`config.mk`:
```
export PLATFORM = sky130hd
export DESIGN_NAME = hspwm_top
export DESIGN_NICKNAME = d
export VERILOG_FILES = /design/src/hspwm_pkg.sv /design/src/hspwm_top.sv /design/src/hspwm_filter.sv
export SDC_FILE = /design/constraint.sdc
export NUM_CORES = 1
export LEC_CHECK = 0
export BUFFER_PORTS_ARGS = -buffer_cell sky130_fd_sc_hd__buf_2
export CAP_MARGIN = 0
export CELL_PAD_IN_SITES_DETAIL_PLACEMENT = 2
export CELL_PAD_IN_SITES_GLOBAL_PLACEMENT = 2
export CORE_MARGIN = 4
export CORE_UTILIZATION = 42
export CTS_CLUSTER_DIAMETER = 50
export CTS_CLUSTER_SIZE = 24
export DETAILED_ROUTE_END_ITERATION = 10
export PLACE_DENSITY_LB_ADDON = 0.1
export SKIP_CTS_REPAIR_TIMING = 1
export SLEW_MARGIN = 20
export SYNTH_ARGS = -nofsm -noshare
export SYNTH_HDL_FRONTEND = slang
export SYNTH_HIERARCHICAL = 1
export SYNTH_SLANG_ARGS = --single-unit
```
`constraint.sdc`:
```
create_clock -name sys_clk -period 3.2 [get_ports sys_clk]
set_input_delay 0 -clock sys_clk [delete_from_list [all_inputs] [get_ports sys_clk]]
set_output_delay 0 -clock sys_clk [all_outputs]
set_load 0.02 [all_outputs]
```
`src/hspwm_pkg.sv`:
```
// Package: constants shared by the high-side PWM and output assignment block
package hspwm_pkg;
  // Register indices on the plain register port
  localparam logic [3:0] ADDR_GEN1_DUTY   = 4'h0;
  localparam logic [3:0] ADDR_GEN2_DUTY   = 4'h1;
  localparam logic [3:0] ADDR_RATE_SEL    = 4'h2;
  localparam logic [3:0] ADDR_SRC_CTRL_A  = 4'h3;
  localparam logic [3:0] ADDR_SRC_CTRL_B  = 4'h4;
  localparam logic [3:0] ADDR_OC_STAT     = 4'h5;
  localparam logic [3:0] ADDR_OL_STAT     = 4'h6;
  localparam logic [3:0] ADDR_IRQ_STAT    = 4'h7;
  localparam logic [3:0] ADDR_IRQ_CLR     = 4'h8;
  localparam logic [3:0] ADDR_IRQ_EN      = 4'h9;
  // Output source field encodings, three bits each
  localparam logic [2:0] SRC_OFF   = 3'h0;
  localparam logic [2:0] SRC_ON    = 3'h1;
  localparam logic [2:0] SRC_TMR1  = 3'h2;
  localparam logic [2:0] SRC_TMR2  = 3'h3;
  localparam logic [2:0] SRC_PWM1  = 3'h4;
  localparam logic [2:0] SRC_PWM2  = 3'h5;
  localparam int         FIELD_W   = 3;
  localparam int         NUM_OUT   = 4;
  localparam int         DUTY_W    = 8;
  // Timing
  localparam int CLK_HZ        = 40_000_000;
  localparam int OSC_HZ_PER_US = CLK_HZ / 1_000_000;
  localparam int OC_FILT_US    = 16;
  localparam int OL_FILT_US    = 64;
  localparam int OC_FILT_CYC   = OC_FILT_US * OSC_HZ_PER_US;
  localparam int OL_FILT_CYC   = OL_FILT_US * OSC_HZ_PER_US;
  localparam int PWM_STEPS     = 256;
  localparam int RATE_LO_HZ    = 200;
  // Step enable divisor at 200 Hz: one 256-step period per 5 ms
  localparam int STEP_DIV_LO   = CLK_HZ / (RATE_LO_HZ * PWM_STEPS);
  localparam int STEP_DIV_HI   = STEP_DIV_LO / 2;
  // SBC operating modes
  localparam logic [2:0] MODE_NORMAL   = 3'h0;
  localparam logic [2:0] MODE_STOP     = 3'h1;
  localparam logic [2:0] MODE_SLEEP    = 3'h2;
  localparam logic [2:0] MODE_RESTART  = 3'h3;
  localparam logic [2:0] MODE_FAILSAFE = 3'h4;
endpackage : hspwm_pkg

```
`src/hspwm_top.sv`:
```
// Module: two PWM generators, four high-side output source selectors and fault filters
module hspwm_top #(
  parameter int OC_CYC = hspwm_pkg::OC_FILT_CYC,
  parameter int OL_CYC = hspwm_pkg::OL_FILT_CYC,
  parameter int DIV_LO = hspwm_pkg::STEP_DIV_LO
) (
  input  wire logic       sys_clk,
  input  wire logic       rst,
  input  wire logic [3:0] reg_addr,
  input  wire logic [7:0] reg_wdata,
  input  wire logic       reg_wr,
  input  wire logic       reg_rd,
  output logic      [7:0] reg_rdata,
  input  wire logic [2:0] sbc_mode,
  input  wire logic       timer1_in,
  input  wire logic       timer2_in,
  input  wire logic [3:0] oc_sense,
  input  wire logic [3:0] ol_sense,
  output logic      [3:0] high_side_output,
  output logic            irq
);
  localparam int NO = hspwm_pkg::NUM_OUT;
  localparam int FW = hspwm_pkg::FIELD_W;
  localparam int DW = hspwm_pkg::DUTY_W;
  localparam int DIV_HI = DIV_LO / 2;
  localparam int DVW = $clog2(DIV_LO + 1);

  logic [DW-1:0]    gen1_duty_setting;
  logic [DW-1:0]    gen2_duty_setting;
  logic [1:0]       generator_rate_select;
  logic [FW*NO-1:0] output_source_field;
  logic [NO-1:0]    oc_stat_r;
  logic [NO-1:0]    ol_stat_r;
  logic [1:0]       irq_stat_r;
  logic [1:0]       irq_en_r;
  logic [3:0]       oc_s1_r;
  logic [3:0]       oc_s2_r;
  logic [3:0]       oc_s3_r;
  logic [3:0]       ol_s1_r;
  logic [3:0]       ol_s2_r;
  logic [3:0]       ol_s3_r;
  logic [3:0]       oc_clean_r;
  logic [3:0]       ol_clean_r;
  logic [1:0]       tm_s1_r;
  logic [1:0]       tm_s2_r;
  logic [1:0]       tm_s3_r;
  logic [1:0]       tm_clean_r;
  logic [NO-1:0]    oc_hit;
  logic [NO-1:0]    ol_hit;
  logic [NO-1:0]    oc_hit_d_r;
  logic [NO-1:0]    ol_hit_d_r;
  logic [DVW-1:0]   div1_r;
  logic [DVW-1:0]   div2_r;
  logic [DW-1:0]    cnt1_r;
  logic [DW-1:0]    cnt2_r;
  logic [1:0]       pwm_r;
  logic [NO-1:0]    drive;
  logic             cfg_wr_ok;
  logic             outs_off;
  // Per-register write decodes
  logic             wr_gen1;
  logic             wr_gen2;
  logic             wr_rate;
  logic             wr_src_a;
  logic             wr_src_b;
  logic             clr_oc;
  logic             clr_ol;
  logic             clr_irq;
  logic             wr_irq_en;

  // Only normal mode accepts config; stop and sleep keep it frozen
  assign cfg_wr_ok = reg_wr && (sbc_mode == hspwm_pkg::MODE_NORMAL);
  assign outs_off  = (sbc_mode == hspwm_pkg::MODE_RESTART) ||
                     (sbc_mode == hspwm_pkg::MODE_FAILSAFE);

  // Setup writes need normal mode; fault clears and interrupt setup work in any mode
  assign wr_gen1   = cfg_wr_ok && (reg_addr == hspwm_pkg::ADDR_GEN1_DUTY);
  assign wr_gen2   = cfg_wr_ok && (reg_addr == hspwm_pkg::ADDR_GEN2_DUTY);
  assign wr_rate   = cfg_wr_ok && (reg_addr == hspwm_pkg::ADDR_RATE_SEL);
  assign wr_src_a  = cfg_wr_ok && (reg_addr == hspwm_pkg::ADDR_SRC_CTRL_A);
  assign wr_src_b  = cfg_wr_ok && (reg_addr == hspwm_pkg::ADDR_SRC_CTRL_B);
  assign clr_oc    = reg_wr && (reg_addr == hspwm_pkg::ADDR_OC_STAT);
  assign clr_ol    = reg_wr && (reg_addr == hspwm_pkg::ADDR_OL_STAT);
  assign clr_irq   = reg_wr && (reg_addr == hspwm_pkg::ADDR_IRQ_CLR);
  assign wr_irq_en = reg_wr && (reg_addr == hspwm_pkg::ADDR_IRQ_EN);

  // Pin inputs pass three flops; a change counts when stages two and three agree
  always_ff @(posedge sys_clk) begin
    if (rst) begin
      oc_s1_r    <= 4'h0;
      oc_s2_r    <= 4'h0;
      oc_s3_r    <= 4'h0;
      oc_clean_r <= 4'h0;
      ol_s1_r    <= 4'h0;
      ol_s2_r    <= 4'h0;
      ol_s3_r    <= 4'h0;
      ol_clean_r <= 4'h0;
      tm_s1_r    <= 2'h0;
      tm_s2_r    <= 2'h0;
      tm_s3_r    <= 2'h0;
      tm_clean_r <= 2'h0;
    end else begin
      oc_s1_r <= oc_sense;
      oc_s2_r <= oc_s1_r;
      oc_s3_r <= oc_s2_r;
      oc_clean_r <= (oc_s2_r & oc_s3_r) | (oc_clean_r & (oc_s2_r | oc_s3_r));
      ol_s1_r <= ol_sense;
      ol_s2_r <= ol_s1_r;
      ol_s3_r <= ol_s2_r;
      ol_clean_r <= (ol_s2_r & ol_s3_r) | (ol_clean_r & (ol_s2_r | ol_s3_r));
      // Timer levels come from outside this clock as well
      tm_s1_r <= {timer2_in, timer1_in};
      tm_s2_r <= tm_s1_r;
      tm_s3_r <= tm_s2_r;
      tm_clean_r <= (tm_s2_r & tm_s3_r) | (tm_clean_r & (tm_s2_r | tm_s3_r));
    end
  end

  // Duty and rate registers, writable only in normal mode
  always_ff @(posedge sys_clk) begin
    if (rst) begin
      gen1_duty_setting     <= 8'h00;
      gen2_duty_setting     <= 8'h00;
      generator_rate_select <= 2'h0;
    end else begin
      if (wr_gen1) begin
        gen1_duty_setting <= reg_wdata;
      end
      if (wr_gen2) begin
        gen2_duty_setting <= reg_wdata;
      end
      if (wr_rate) begin
        generator_rate_select <= reg_wdata[1:0];
      end
    end
  end

  // Step dividers: bit set selects 400 Hz, which halves the step interval
  always_ff @(posedge sys_clk) begin
    if (rst) begin
      div1_r <= '0;
      div2_r <= '0;
      cnt1_r <= 8'h00;
      cnt2_r <= 8'h00;
    end else begin
      if (div1_r >= DVW'((generator_rate_select[0] ? DIV_HI : DIV_LO) - 1)) begin
        div1_r <= '0;
        cnt1_r <= cnt1_r + 8'h01;  // 256 steps wrap naturally
      end else begin
        div1_r <= div1_r + DVW'(1);
      end
      if (div2_r >= DVW'((generator_rate_select[1] ? DIV_HI : DIV_LO) - 1)) begin
        div2_r <= '0;
        cnt2_r <= cnt2_r + 8'h01;
      end else begin
        div2_r <= div2_r + DVW'(1);
      end
    end
  end

  // Generator outputs high while the step count is below the duty value
  always_ff @(posedge sys_clk) begin
    if (rst) begin
      pwm_r <= 2'h0;
    end else begin
      pwm_r[0] <= cnt1_r < gen1_duty_setting;
      pwm_r[1] <= cnt2_r < gen2_duty_setting;
    end
  end

  // Fault filters counted in internal oscillator cycles
  for (genvar i = 0; i < NO; i++) begin : g_filt
    hspwm_filter #(.FILT_CYC(OC_CYC)) u_oc (
      .sys_clk (sys_clk),
      .rst     (rst),
      .cond    (oc_clean_r[i] && drive[i]),
      .hit     (oc_hit[i])
    );
    hspwm_filter #(.FILT_CYC(OL_CYC)) u_ol (
      .sys_clk (sys_clk),
      .rst     (rst),
      .cond    (ol_clean_r[i] && drive[i]),
      .hit     (ol_hit[i])
    );
  end

  // Source fields: written in normal mode, cleared by overcurrent shutdown, restart or fail-safe
  always_ff @(posedge sys_clk) begin
    if (rst) begin
      output_source_field <= '0;
      oc_hit_d_r          <= '0;
    end else begin
      oc_hit_d_r <= oc_hit;
      for (int i = 0; i < NO; i++) begin
        if (outs_off) begin
          output_source_field[i*FW +: FW] <= hspwm_pkg::SRC_OFF;
        end else if (oc_hit[i]) begin
          output_source_field[i*FW +: FW] <= hspwm_pkg::SRC_OFF;
        end else if (wr_src_a && i < 2) begin
          output_source_field[i*FW +: FW] <= reg_wdata[(i%2)*4 +: FW];
        end else if (wr_src_b && i >= 2) begin
          output_source_field[i*FW +: FW] <= reg_wdata[(i%2)*4 +: FW];
        end
      end
    end
  end

  // Source mux; assignment takes effect on the next cycle, no waiting for a period
  always_comb begin
    for (int i = 0; i < NO; i++) begin
      case (output_source_field[i*FW +: FW])
        hspwm_pkg::SRC_ON:   drive[i] = 1'b1;
        hspwm_pkg::SRC_TMR1: drive[i] = tm_clean_r[0];
        hspwm_pkg::SRC_TMR2: drive[i] = tm_clean_r[1];
        hspwm_pkg::SRC_PWM1: drive[i] = pwm_r[0];
        hspwm_pkg::SRC_PWM2: drive[i] = pwm_r[1];
        default:             drive[i] = 1'b0;
      endcase
    end
  end

  // Registered outputs; open load never switches an output off
  always_ff @(posedge sys_clk) begin
    if (rst) begin
      high_side_output <= 4'h0;
    end else begin
      high_side_output <= (outs_off ? 4'h0 : drive) & ~oc_hit;
    end
  end

  // Sticky fault flags: hardware set wins over software clear
  always_ff @(posedge sys_clk) begin
    if (rst) begin
      oc_stat_r  <= '0;
      ol_stat_r  <= '0;
      ol_hit_d_r <= '0;
    end else begin
      ol_hit_d_r <= ol_hit;
      oc_stat_r <= (clr_oc ? oc_stat_r & ~reg_wdata[NO-1:0] : oc_stat_r) |
                   oc_hit;
      ol_stat_r <= (clr_ol ? ol_stat_r & ~reg_wdata[NO-1:0] : ol_stat_r) |
                   ol_hit;
    end
  end

  // Interrupt enable: software only, writable in any mode
  always_ff @(posedge sys_clk) begin
    if (rst) begin
      irq_en_r <= 2'h0;
    end else if (wr_irq_en) begin
      irq_en_r <= reg_wdata[1:0];
    end
  end

  // Interrupt status: bit 0 new overcurrent, bit 1 new open load; set beats clear
  always_ff @(posedge sys_clk) begin
    if (rst) begin
      irq_stat_r <= 2'h0;
      irq        <= 1'b0;
    end else begin
      irq_stat_r <= (clr_irq ? irq_stat_r & ~reg_wdata[1:0] : irq_stat_r) |
                    {|(ol_hit & ~ol_hit_d_r), |(oc_hit & ~oc_hit_d_r)};
      irq <= |(irq_stat_r & irq_en_r);  // Registered, so one cycle behind status
    end
  end

  // Read port: data in the cycle after the read strobe, unmapped reads zero
  always_ff @(posedge sys_clk) begin
    if (rst) begin
      reg_rdata <= 8'h00;
    end else if (reg_rd) begin
      case (reg_addr)
        hspwm_pkg::ADDR_GEN1_DUTY:  reg_rdata <= gen1_duty_setting;
        hspwm_pkg::ADDR_GEN2_DUTY:  reg_rdata <= gen2_duty_setting;
        hspwm_pkg::ADDR_RATE_SEL:   reg_rdata <= {6'h00, generator_rate_select};
        hspwm_pkg::ADDR_SRC_CTRL_A: reg_rdata <= {1'b0, output_source_field[5:3],
                                                  1'b0, output_source_field[2:0]};
        hspwm_pkg::ADDR_SRC_CTRL_B: reg_rdata <= {1'b0, output_source_field[11:9],
                                                  1'b0, output_source_field[8:6]};
        hspwm_pkg::ADDR_OC_STAT:    reg_rdata <= {4'h0, oc_stat_r};
        hspwm_pkg::ADDR_OL_STAT:    reg_rdata <= {4'h0, ol_stat_r};
        hspwm_pkg::ADDR_IRQ_STAT:   reg_rdata <= {6'h00, irq_stat_r};
        hspwm_pkg::ADDR_IRQ_EN:     reg_rdata <= {6'h00, irq_en_r};
        default:                    reg_rdata <= 8'h00;
      endcase
    end else begin
      reg_rdata <= 8'h00;
    end
  end
endmodule : hspwm_top

```
`src/hspwm_filter.sv`:
```
// Module: persistence filter that asserts after a condition holds a set number of cycles
module hspwm_filter #(
  parameter int FILT_CYC = 640
) (
  input  wire logic sys_clk,
  input  wire logic rst,
  input  wire logic cond,
  output logic      hit
);
  localparam int CW = $clog2(FILT_CYC + 1);
  localparam logic [CW-1:0] LAST = CW'(FILT_CYC - 1);
  logic [CW-1:0] cnt_r;

  // Count oscillator cycles while the condition stands, restart on any gap
  always_ff @(posedge sys_clk) begin
    if (rst || !cond) begin
      cnt_r <= '0;
      hit   <= 1'b0;
    end else if (cnt_r == LAST) begin
      hit   <= 1'b1;
    end else begin
      cnt_r <= cnt_r + CW'(1);
    end
  end
endmodule : hspwm_filter

```
==> results of run 1 <==
==> final cells by class <==
| type | count | area (µm²) | share of cell area |
|---|---|---|---|
| Clock buffer | 29 | 726 | 0.0591 |
| Clock inverter | 24 | 333 | 0.0271 |
| Inverter | 41 | 154 | 0.0125 |
| Multi-Input combinational cell | 869 | 5480 | 0.446 |
| Sequential cell | 237 | 4740 | 0.386 |
| Tap cell | 324 | 405 | 0.0330 |
| Timing Repair Buffer | 66 | 445 | 0.0363 |
==> worst max-delay path: cells and delay by family (launching register included) <==
kind | cells | cell delay [ns]
AND/OR/NAND/NOR | 4 | 1.25
AO/OA/AOI/OAI | 3 | 0.58
flip-flops | 1 | 0.31
buffers and inverters | 1 | 0.08
==> worst max-delay path by stage <==
stage | startpoint | end | slack [ns]
after floorplan | generator_rate_select[1]$_SDFFE_PP0P_ | div2_r[9]$_SDFF_PP0_ | 1.42
after global placement | pwm_r[1]$_SDFF_PP0_ | g_filt[1].u_ol/cnt_r[3]$_SDFFE_PP0P_ | 1.10
after detailed placement | output_source_field[2]$_SDFFE_PP0P_ | g_filt[0].u_ol/cnt_r[3]$_SDFFE_PP0P_ | 0.94
after CTS | pwm_r[1]$_SDFF_PP0_ | g_filt[1].u_ol/cnt_r[3]$_SDFFE_PP0P_ | 0.87
after global routing | pwm_r[1]$_SDFF_PP0_ | g_filt[1].u_ol/cnt_r[3]$_SDFFE_PP0P_ | 0.74
final | pwm_r[1]$_SDFF_PP0_ | g_filt[1].u_ol/cnt_r[3]$_SDFFE_PP0P_ | 0.92
==> per-stage QoR <==
step	worst slack, ns	utilization
final	0.925	0.501
after global routing	0.739	0.501
after floorplan	1.42	-
after CTS	0.874	0.493
after detailed placement	0.937	0.449
after global placement	1.10	0.449
==> power groups by stage <==
stage | registers (mW) | logic (mW) | clock network, mW
finish | 2.99 | 0.180 | 3.54
global placement | 3.05 | 0.152 | 0
CTS | 2.99 | 0.160 | 3.60
global route | 2.99 | 0.197 | 3.76
detailed placement | 3.06 | 0.157 | 0
floorplan | 3.05 | 0.0959 | 0
==> synth_stat cells, drive strengths merged (7+ instances only) <==
library cell  instances  area, µm²
nor3                 34        175
or3                  18        123
nor3b                 9       67.6
a21oi               110        551
clkbuf               14       52.6
nand3                58        290
nand4                18        198
nor2b                54        338
a22oi                 8       60.1
ha                   34        425
o21ai                49        245
or4                  17        128
nand4b                7       76.3
inv                  41        154
nand2b               11       68.8
xnor2                24        210
a31oi                12       75.1
nor2                119        447
and2                 19        119
o31ai                 8       60.1
a311oi                8       70.1
xor2                 30        263
nand2               106        400
and3                 13       81.3
dfxtp               237       4740
buf                  25        141
mux2i                25        250
and4                 11        101
a211oi                8       90.1
==> state kept, by name, indices dropped and copies added (netlist names), 8 cells and up <==
signal and count:
gen1_duty_setting 8, gen2_duty_setting 8, div1_r 10, g_filt.u_ol/cnt_r 48, g_filt.u_oc/cnt_r 40, output_source_field 12
reg_rdata 8, cnt1_r 8, div2_r 10, cnt2_r 8
==> kinds of logic (layout without fill, tap and decap cells) <==
| group | count (synthesis) | count (layout) |
|---|---|---|
| simple gates | 514 | 514 |
| compound gates | 238 | 238 |
| flops | 237 | 237 |
| buf+inv | 80 | 160 |
| xor+xnor | 54 | 54 |
| fa+ha+maj | 34 | 34 |
| mux | 29 | 29 |
==> metal layers <==
metal	vias to the layer above	track usage	routed length (µm)
li1	4330	-	-
met1	4556	0.278	14300
met2	105	0.404	16400
met3	47	0.0258	824
met4	0	0.0484	599
met5	-	0	0
==> results_dict.tcl, run 1 <==
set metrics [dict create \
    setup_viol 0 \
    fin_worst_skew_ns 0.0163 \
    layout_common_cells "237 x dfxtp_1, 119 x nor2_1, 110 x a21oi_1" \
    path_cells "inv_1, a21oi_1, a21oi_1, a21oi_1, and2_1, or2b_1, or4_1, nand2_1" \
    cts_tree "yes" \
    synth_mux_area_frac 0.0279 \
    power.total_mw 6.71 \
    vias 9038 \
    cp-end-kind "flip-flop" \
    crit_type "reg -> reg" \
    p_leak_nw 4.41 \
    r2r_start "pwm_r[1]$_SDFF_PP0_" \
    crit_fanout 12 \
    gp_congestion 0.777 \
    switchingPower_mw 1.72 \
    finalCritPeriodShare 0.711 \
    tns_ns 0 \
    drtPass1Iterations 5 \
    fin_hold_ws_ns 0.0240 \
    rr_worst_depth 8 \
    fmax_mhz 439 \
    hold_path_depth 5 \
    hold_path_end "irq_en_r[0]$_SDFFE_PP0P_" \
    drt_iter0_drc 415 \
    critPathRequiredTime_ns 3.70 \
    power_switching_share 0.256 \
    clock_latency_ns 0.55 \
    ys.flop_type "dfxtp_1" \
    start_kind "flip-flop" \
    diodes 0 \
    vdd_drop_max_uv 388 \
    rsz0062_at_grt "no" \
    grt_pass1_vias 9853 \
    synth.distinct_cells 62 \
    track_usage 0.220 \
    vias_per_cell 5.68 \
    initial_core_util 0.431 \
    syn_area_per_cell_um2 8.91 \
    synth_edf_count 0 \
    period_needed_ns 2.28 \
    cts.sinks 237 \
    port_buffers 41 \
    final_common_cell "dfxtp_1" \
    grt_pass1_wl_um 52000 \
    synthAdderAreaFrac 0.0403 \
    nNetsFinal 1307 \
    final_cell_area_um2 12300 \
    cts-root-buf "clkbuf_16" \
    dp.cells 1517 \
    slowest_delay_ns 0.56 \
    ant_nets 0 \
    synth-warning-count 6 \
    cts_buffers 29 \
    clockBufferDepth 3 \
    synth_top_family_by_area "simple AND/OR/NAND/NOR gates" \
    die_h_um 167 \
    grt_max_degree 47 \
    synth-compound-area-share 0.138 \
    io_pins 42 \
    core_um2 24500 \
    async_flop_share 0 \
    rows 57 \
    h-tree-depth 1 \
    nFillCells 2611 \
    grt-ovfl-total 0 \
    dpl_cell_area_um2 11000 \
    p_int_mw 4.99 \
    clkPwrFrac 0.527 \
    place_hpwl_um 20600 \
    drt-total-wl_um 32100 \
    cap_violations 0 \
    hold_path.class "in -> reg" \
    clk_pin_slew_ns 0.08 \
    reg2reg_to "g_filt[1].u_ol/cnt_r[3]$_SDFFE_PP0P_" \
    synthToLayoutAreaGrowth_pct 16.2 \
    yosys_register_bits 237 \
    syn-num-nets 1249 \
    syn_inst 1186 \
    synth_xor_area_frac 0.0447 \
    path_common_cell "a21oi_1" \
    drive_gt1_frac 0.106 \
    status "finished, final reports clean" \
    wire_per_inst_um 20.2 \
    synthSimpleGateAreaFrac 0.267 \
    ys_seq_area_frac 0.449 \
    r2r_slack_ns 0.92 \
    die_area_um2 27800 \
    drc 0 \
    max_slew_margin 0.419 \
    synth_area_um2 10600 \
    finalMaxSlewViolations 0 \
    comb_power_share 0.027 \
    hold_violations 0 \
    tightest_slew_ns 0.864 \
    arrival_ns 2.78 \
    instances_no_fill 1590 \
    crit_slowest_cell "or4_1" \
    power_density_nw_per_um2 546 \
    seqPwrFrac 0.446 \
    min_from "reg_wr" \
    antenna_found_initial 0 \
    dieWidth_um 167 \
]
No activity file was read; power rests on OpenSTA's default activity.
==> run 2: changes to the inputs <==
--- a/config.mk
+++ b/config.mk
@@ -10,7 +10,7 @@
 export CELL_PAD_IN_SITES_DETAIL_PLACEMENT = 2
 export CELL_PAD_IN_SITES_GLOBAL_PLACEMENT = 2
 export CORE_MARGIN = 4
-export CORE_UTILIZATION = 42
+export CORE_UTILIZATION = 39
 export CTS_CLUSTER_DIAMETER = 50
 export CTS_CLUSTER_SIZE = 24
 export DETAILED_ROUTE_END_ITERATION = 10
==> constraint.sdc (replaced) <==
create_clock -name sys_clk -period 2.2 [get_ports sys_clk]
set_input_delay 0 -clock sys_clk [delete_from_list [all_inputs] [get_ports sys_clk]]
set_output_delay 0 -clock sys_clk [all_outputs]
set_load 0.02 [all_outputs]
==> results_dict.tcl, run 2 (synthesized netlist as in run 1, its figures left out) <==
set metrics [dict create \
    status "complete, but fails checks" \
    violations "negative hold slack" \
    grt_pass1_vias 9808 \
    grtUsageMet3 0.0253 \
    crit_fanout 5 \
    dpl_cell_area_um2 11200 \
    path_cells "nand2_1, nor2_1, a311oi_1, a21oi_1, and2_1, or2b_1, or4_1, nand2_1" \
    drt-total-wl_um 30800 \
    hold_path.class "in -> reg" \
    reg.largest.list "g_filt.u_ol/cnt_r (48), g_filt.u_oc/cnt_r (40), output_source_field (12)" \
    h-tree-depth 1 \
    drt_iter0_drc 294 \
    vias_per_cell 5.58 \
    largest_reg_flops 48 \
    final_cell_area_um2 12500 \
    rr_worst_depth 8 \
    drive_gt1_frac 0.123 \
    drc 0 \
    fin_hold_ws_ns -0.0603 \
    use_met2 0.368 \
    period_needed_ns 2.04 \
    slowest_delay_ns 0.51 \
    cts.sinks 237 \
    diodes 0 \
    cap_violations 0 \
    clk_pin_slew_ns 0.07 \
    cp-end-kind "flip-flop" \
    regMostFlops "g_filt.u_ol/cnt_r" \
    gp_congestion 0.769 \
    core_um2 26400 \
    antenna_found_initial 0 \
    dieWidth_um 173 \
    fmax_mhz 489 \
    vdd_drop_max_uv 624 \
    final_common_cell "dfxtp_1" \
    finalCritPeriodShare 0.929 \
    grt_max_degree 51 \
    clkPwrFrac 0.535 \
    met1_usage 0.245 \
    arrival_ns 2.55 \
    p_leak_nw 4.54 \
    path_buf_inv 0 \
    wire_per_inst_um 18.9 \
    place_hpwl_um 20700 \
    die_area_um2 29800 \
    track_usage 0.198 \
    power_switching_share 0.241 \
    io_pins 42 \
    ant_nets 0 \
    power_density_nw_per_um2 794 \
    port_buffers 41 \
    seqPwrFrac 0.439 \
    grt-ovfl-total 0 \
    layout_common_cells "237 x dfxtp_1, 119 x nor2_1, 110 x a21oi_1" \
    synthToLayoutAreaGrowth_pct 18.3 \
    crit_slowest_cell "or4_1" \
    tightest_slew_ns 0.610 \
    critPathRequiredTime_ns 2.71 \
    die_h_um 173 \
    crit_family "simple AND/OR/NAND/NOR gates" \
    clockBufferDepth 3 \
    comb_power_share 0.027 \
    nNetsFinal 1329 \
    path_common_cell "nand2_1" \
    finalMaxSlewViolations 0 \
    start_kind "flip-flop" \
    crit_path_end "g_filt[2].u_ol/cnt_r[3]$_SDFFE_PP0P_" \
    hold_violations 2 \
    initial_core_util 0.401 \
    drtPass1Iterations 4 \
    worstSetupPathDepth 8 \
    rsz0062_at_grt "no" \
    setup_viol 0 \
    tns_ns 0 \
    crit_type "reg -> reg" \
    rows 59 \
    top_usage_layer "met2" \
    vias 9068 \
    reg2reg_to "g_filt[2].u_ol/cnt_r[3]$_SDFFE_PP0P_" \
    p_int_mw 7.53 \
    postLayoutCoreUtil 0.474 \
    fin_worst_skew_ns 0.0101 \
    cts_tree "yes" \
    grt_pass1_wl_um 50500 \
    switchingPower_mw 2.39 \
    clock_latency_ns 0.56 \
    nFillCells 2812 \
    cts_buffers 31 \
    r2r_start "output_source_field[8]$_SDFFE_PP0P_" \
    max_slew_margin 0.592 \
    r2r_slack_ns 0.16 \
    cts-root-buf "clkbuf_16" \
    crit_start "output_source_field[8]$_SDFFE_PP0P_" \
]
run 2: changes by cell type in the layout (fill, tap and decap cells not counted), moves of 2 or more:
cell and change:
buf_4 +19, clkinv_8 -5, inv_6 +5, clkinv_2 +3, clkinv_4 -3, clkbuf_16 +2
clkbuf_8 +2, clkinvlp_4 +2, inv_12 -2
run 2: area by class of cell:
cell class | instances | area, µm² | share of cell area
well taps | 335 | 419 | 0.0335
clock buffers | 34 | 807 | 0.0646
multi-input cells | 869 | 5480 | 0.439
inverters | 41 | 154 | 0.0123
repair buffers | 86 | 608 | 0.0486
clock inverters | 24 | 285 | 0.0228
flip-flops and latches | 237 | 4740 | 0.380
run 2: per-layer routing:
metal | wire [µm] | vias to the layer above
met5 | 0 | -
met4 | 607 | 0
met3 | 743 | 41
met2 | 15600 | 95
met1 | 13800 | 4558
li1 | - | 4374
run 2: how the worst min path moves through the flow:
stage	from	cells after the start	slack, ns	end
floorplan	oc_sense[0]	1	0.13	oc_s1_r[0]$_SDFF_PP0_
global placement	ol_sense[1]	2	0.21	ol_s1_r[1]$_SDFF_PP0_
detailed placement	ol_sense[3]	2	0.22	ol_s1_r[3]$_SDFF_PP0_
CTS	timer2_in	2	-0.37	tm_s1_r[1]$_SDFF_PP0_
global route	reg_wr	5	0.01	irq_en_r[0]$_SDFFE_PP0P_
finish	reg_wr	5	-0.06	irq_en_r[1]$_SDFFE_PP0P_
run 2: stage by stage:
step	total power, mW	hold WS (ns)	worst slack, ns	std cells
after floorplan	4.58	0.128	0.425	1186
after global placement	4.68	0.209	0.246	1548
after detailed placement	4.68	0.220	0.111	1548
after CTS	10.0	-0.372	0.0626	1606
after global routing	10.3	0.0139	0.0338	1626
final	9.93	-0.0603	0.157	1626
run 2: worst reg2reg max path, delay by kind of cell (launching register included):
family	cells	cell delay, ns
AOI/OAI and AO/OA	2	0.38
DFF	1	0.41
and+or+nand+nor	6	1.20
run 2: power by group through the flow:
stage | Clock (mW) | Sequential [mW] | Combinational [mW]
finish | 5.31 | 4.35 | 0.266
global route | 5.62 | 4.36 | 0.295
floorplan | 0 | 4.44 | 0.140
detailed placement | 0 | 4.45 | 0.237
global placement | 0 | 4.44 | 0.231
CTS | 5.43 | 4.35 | 0.240
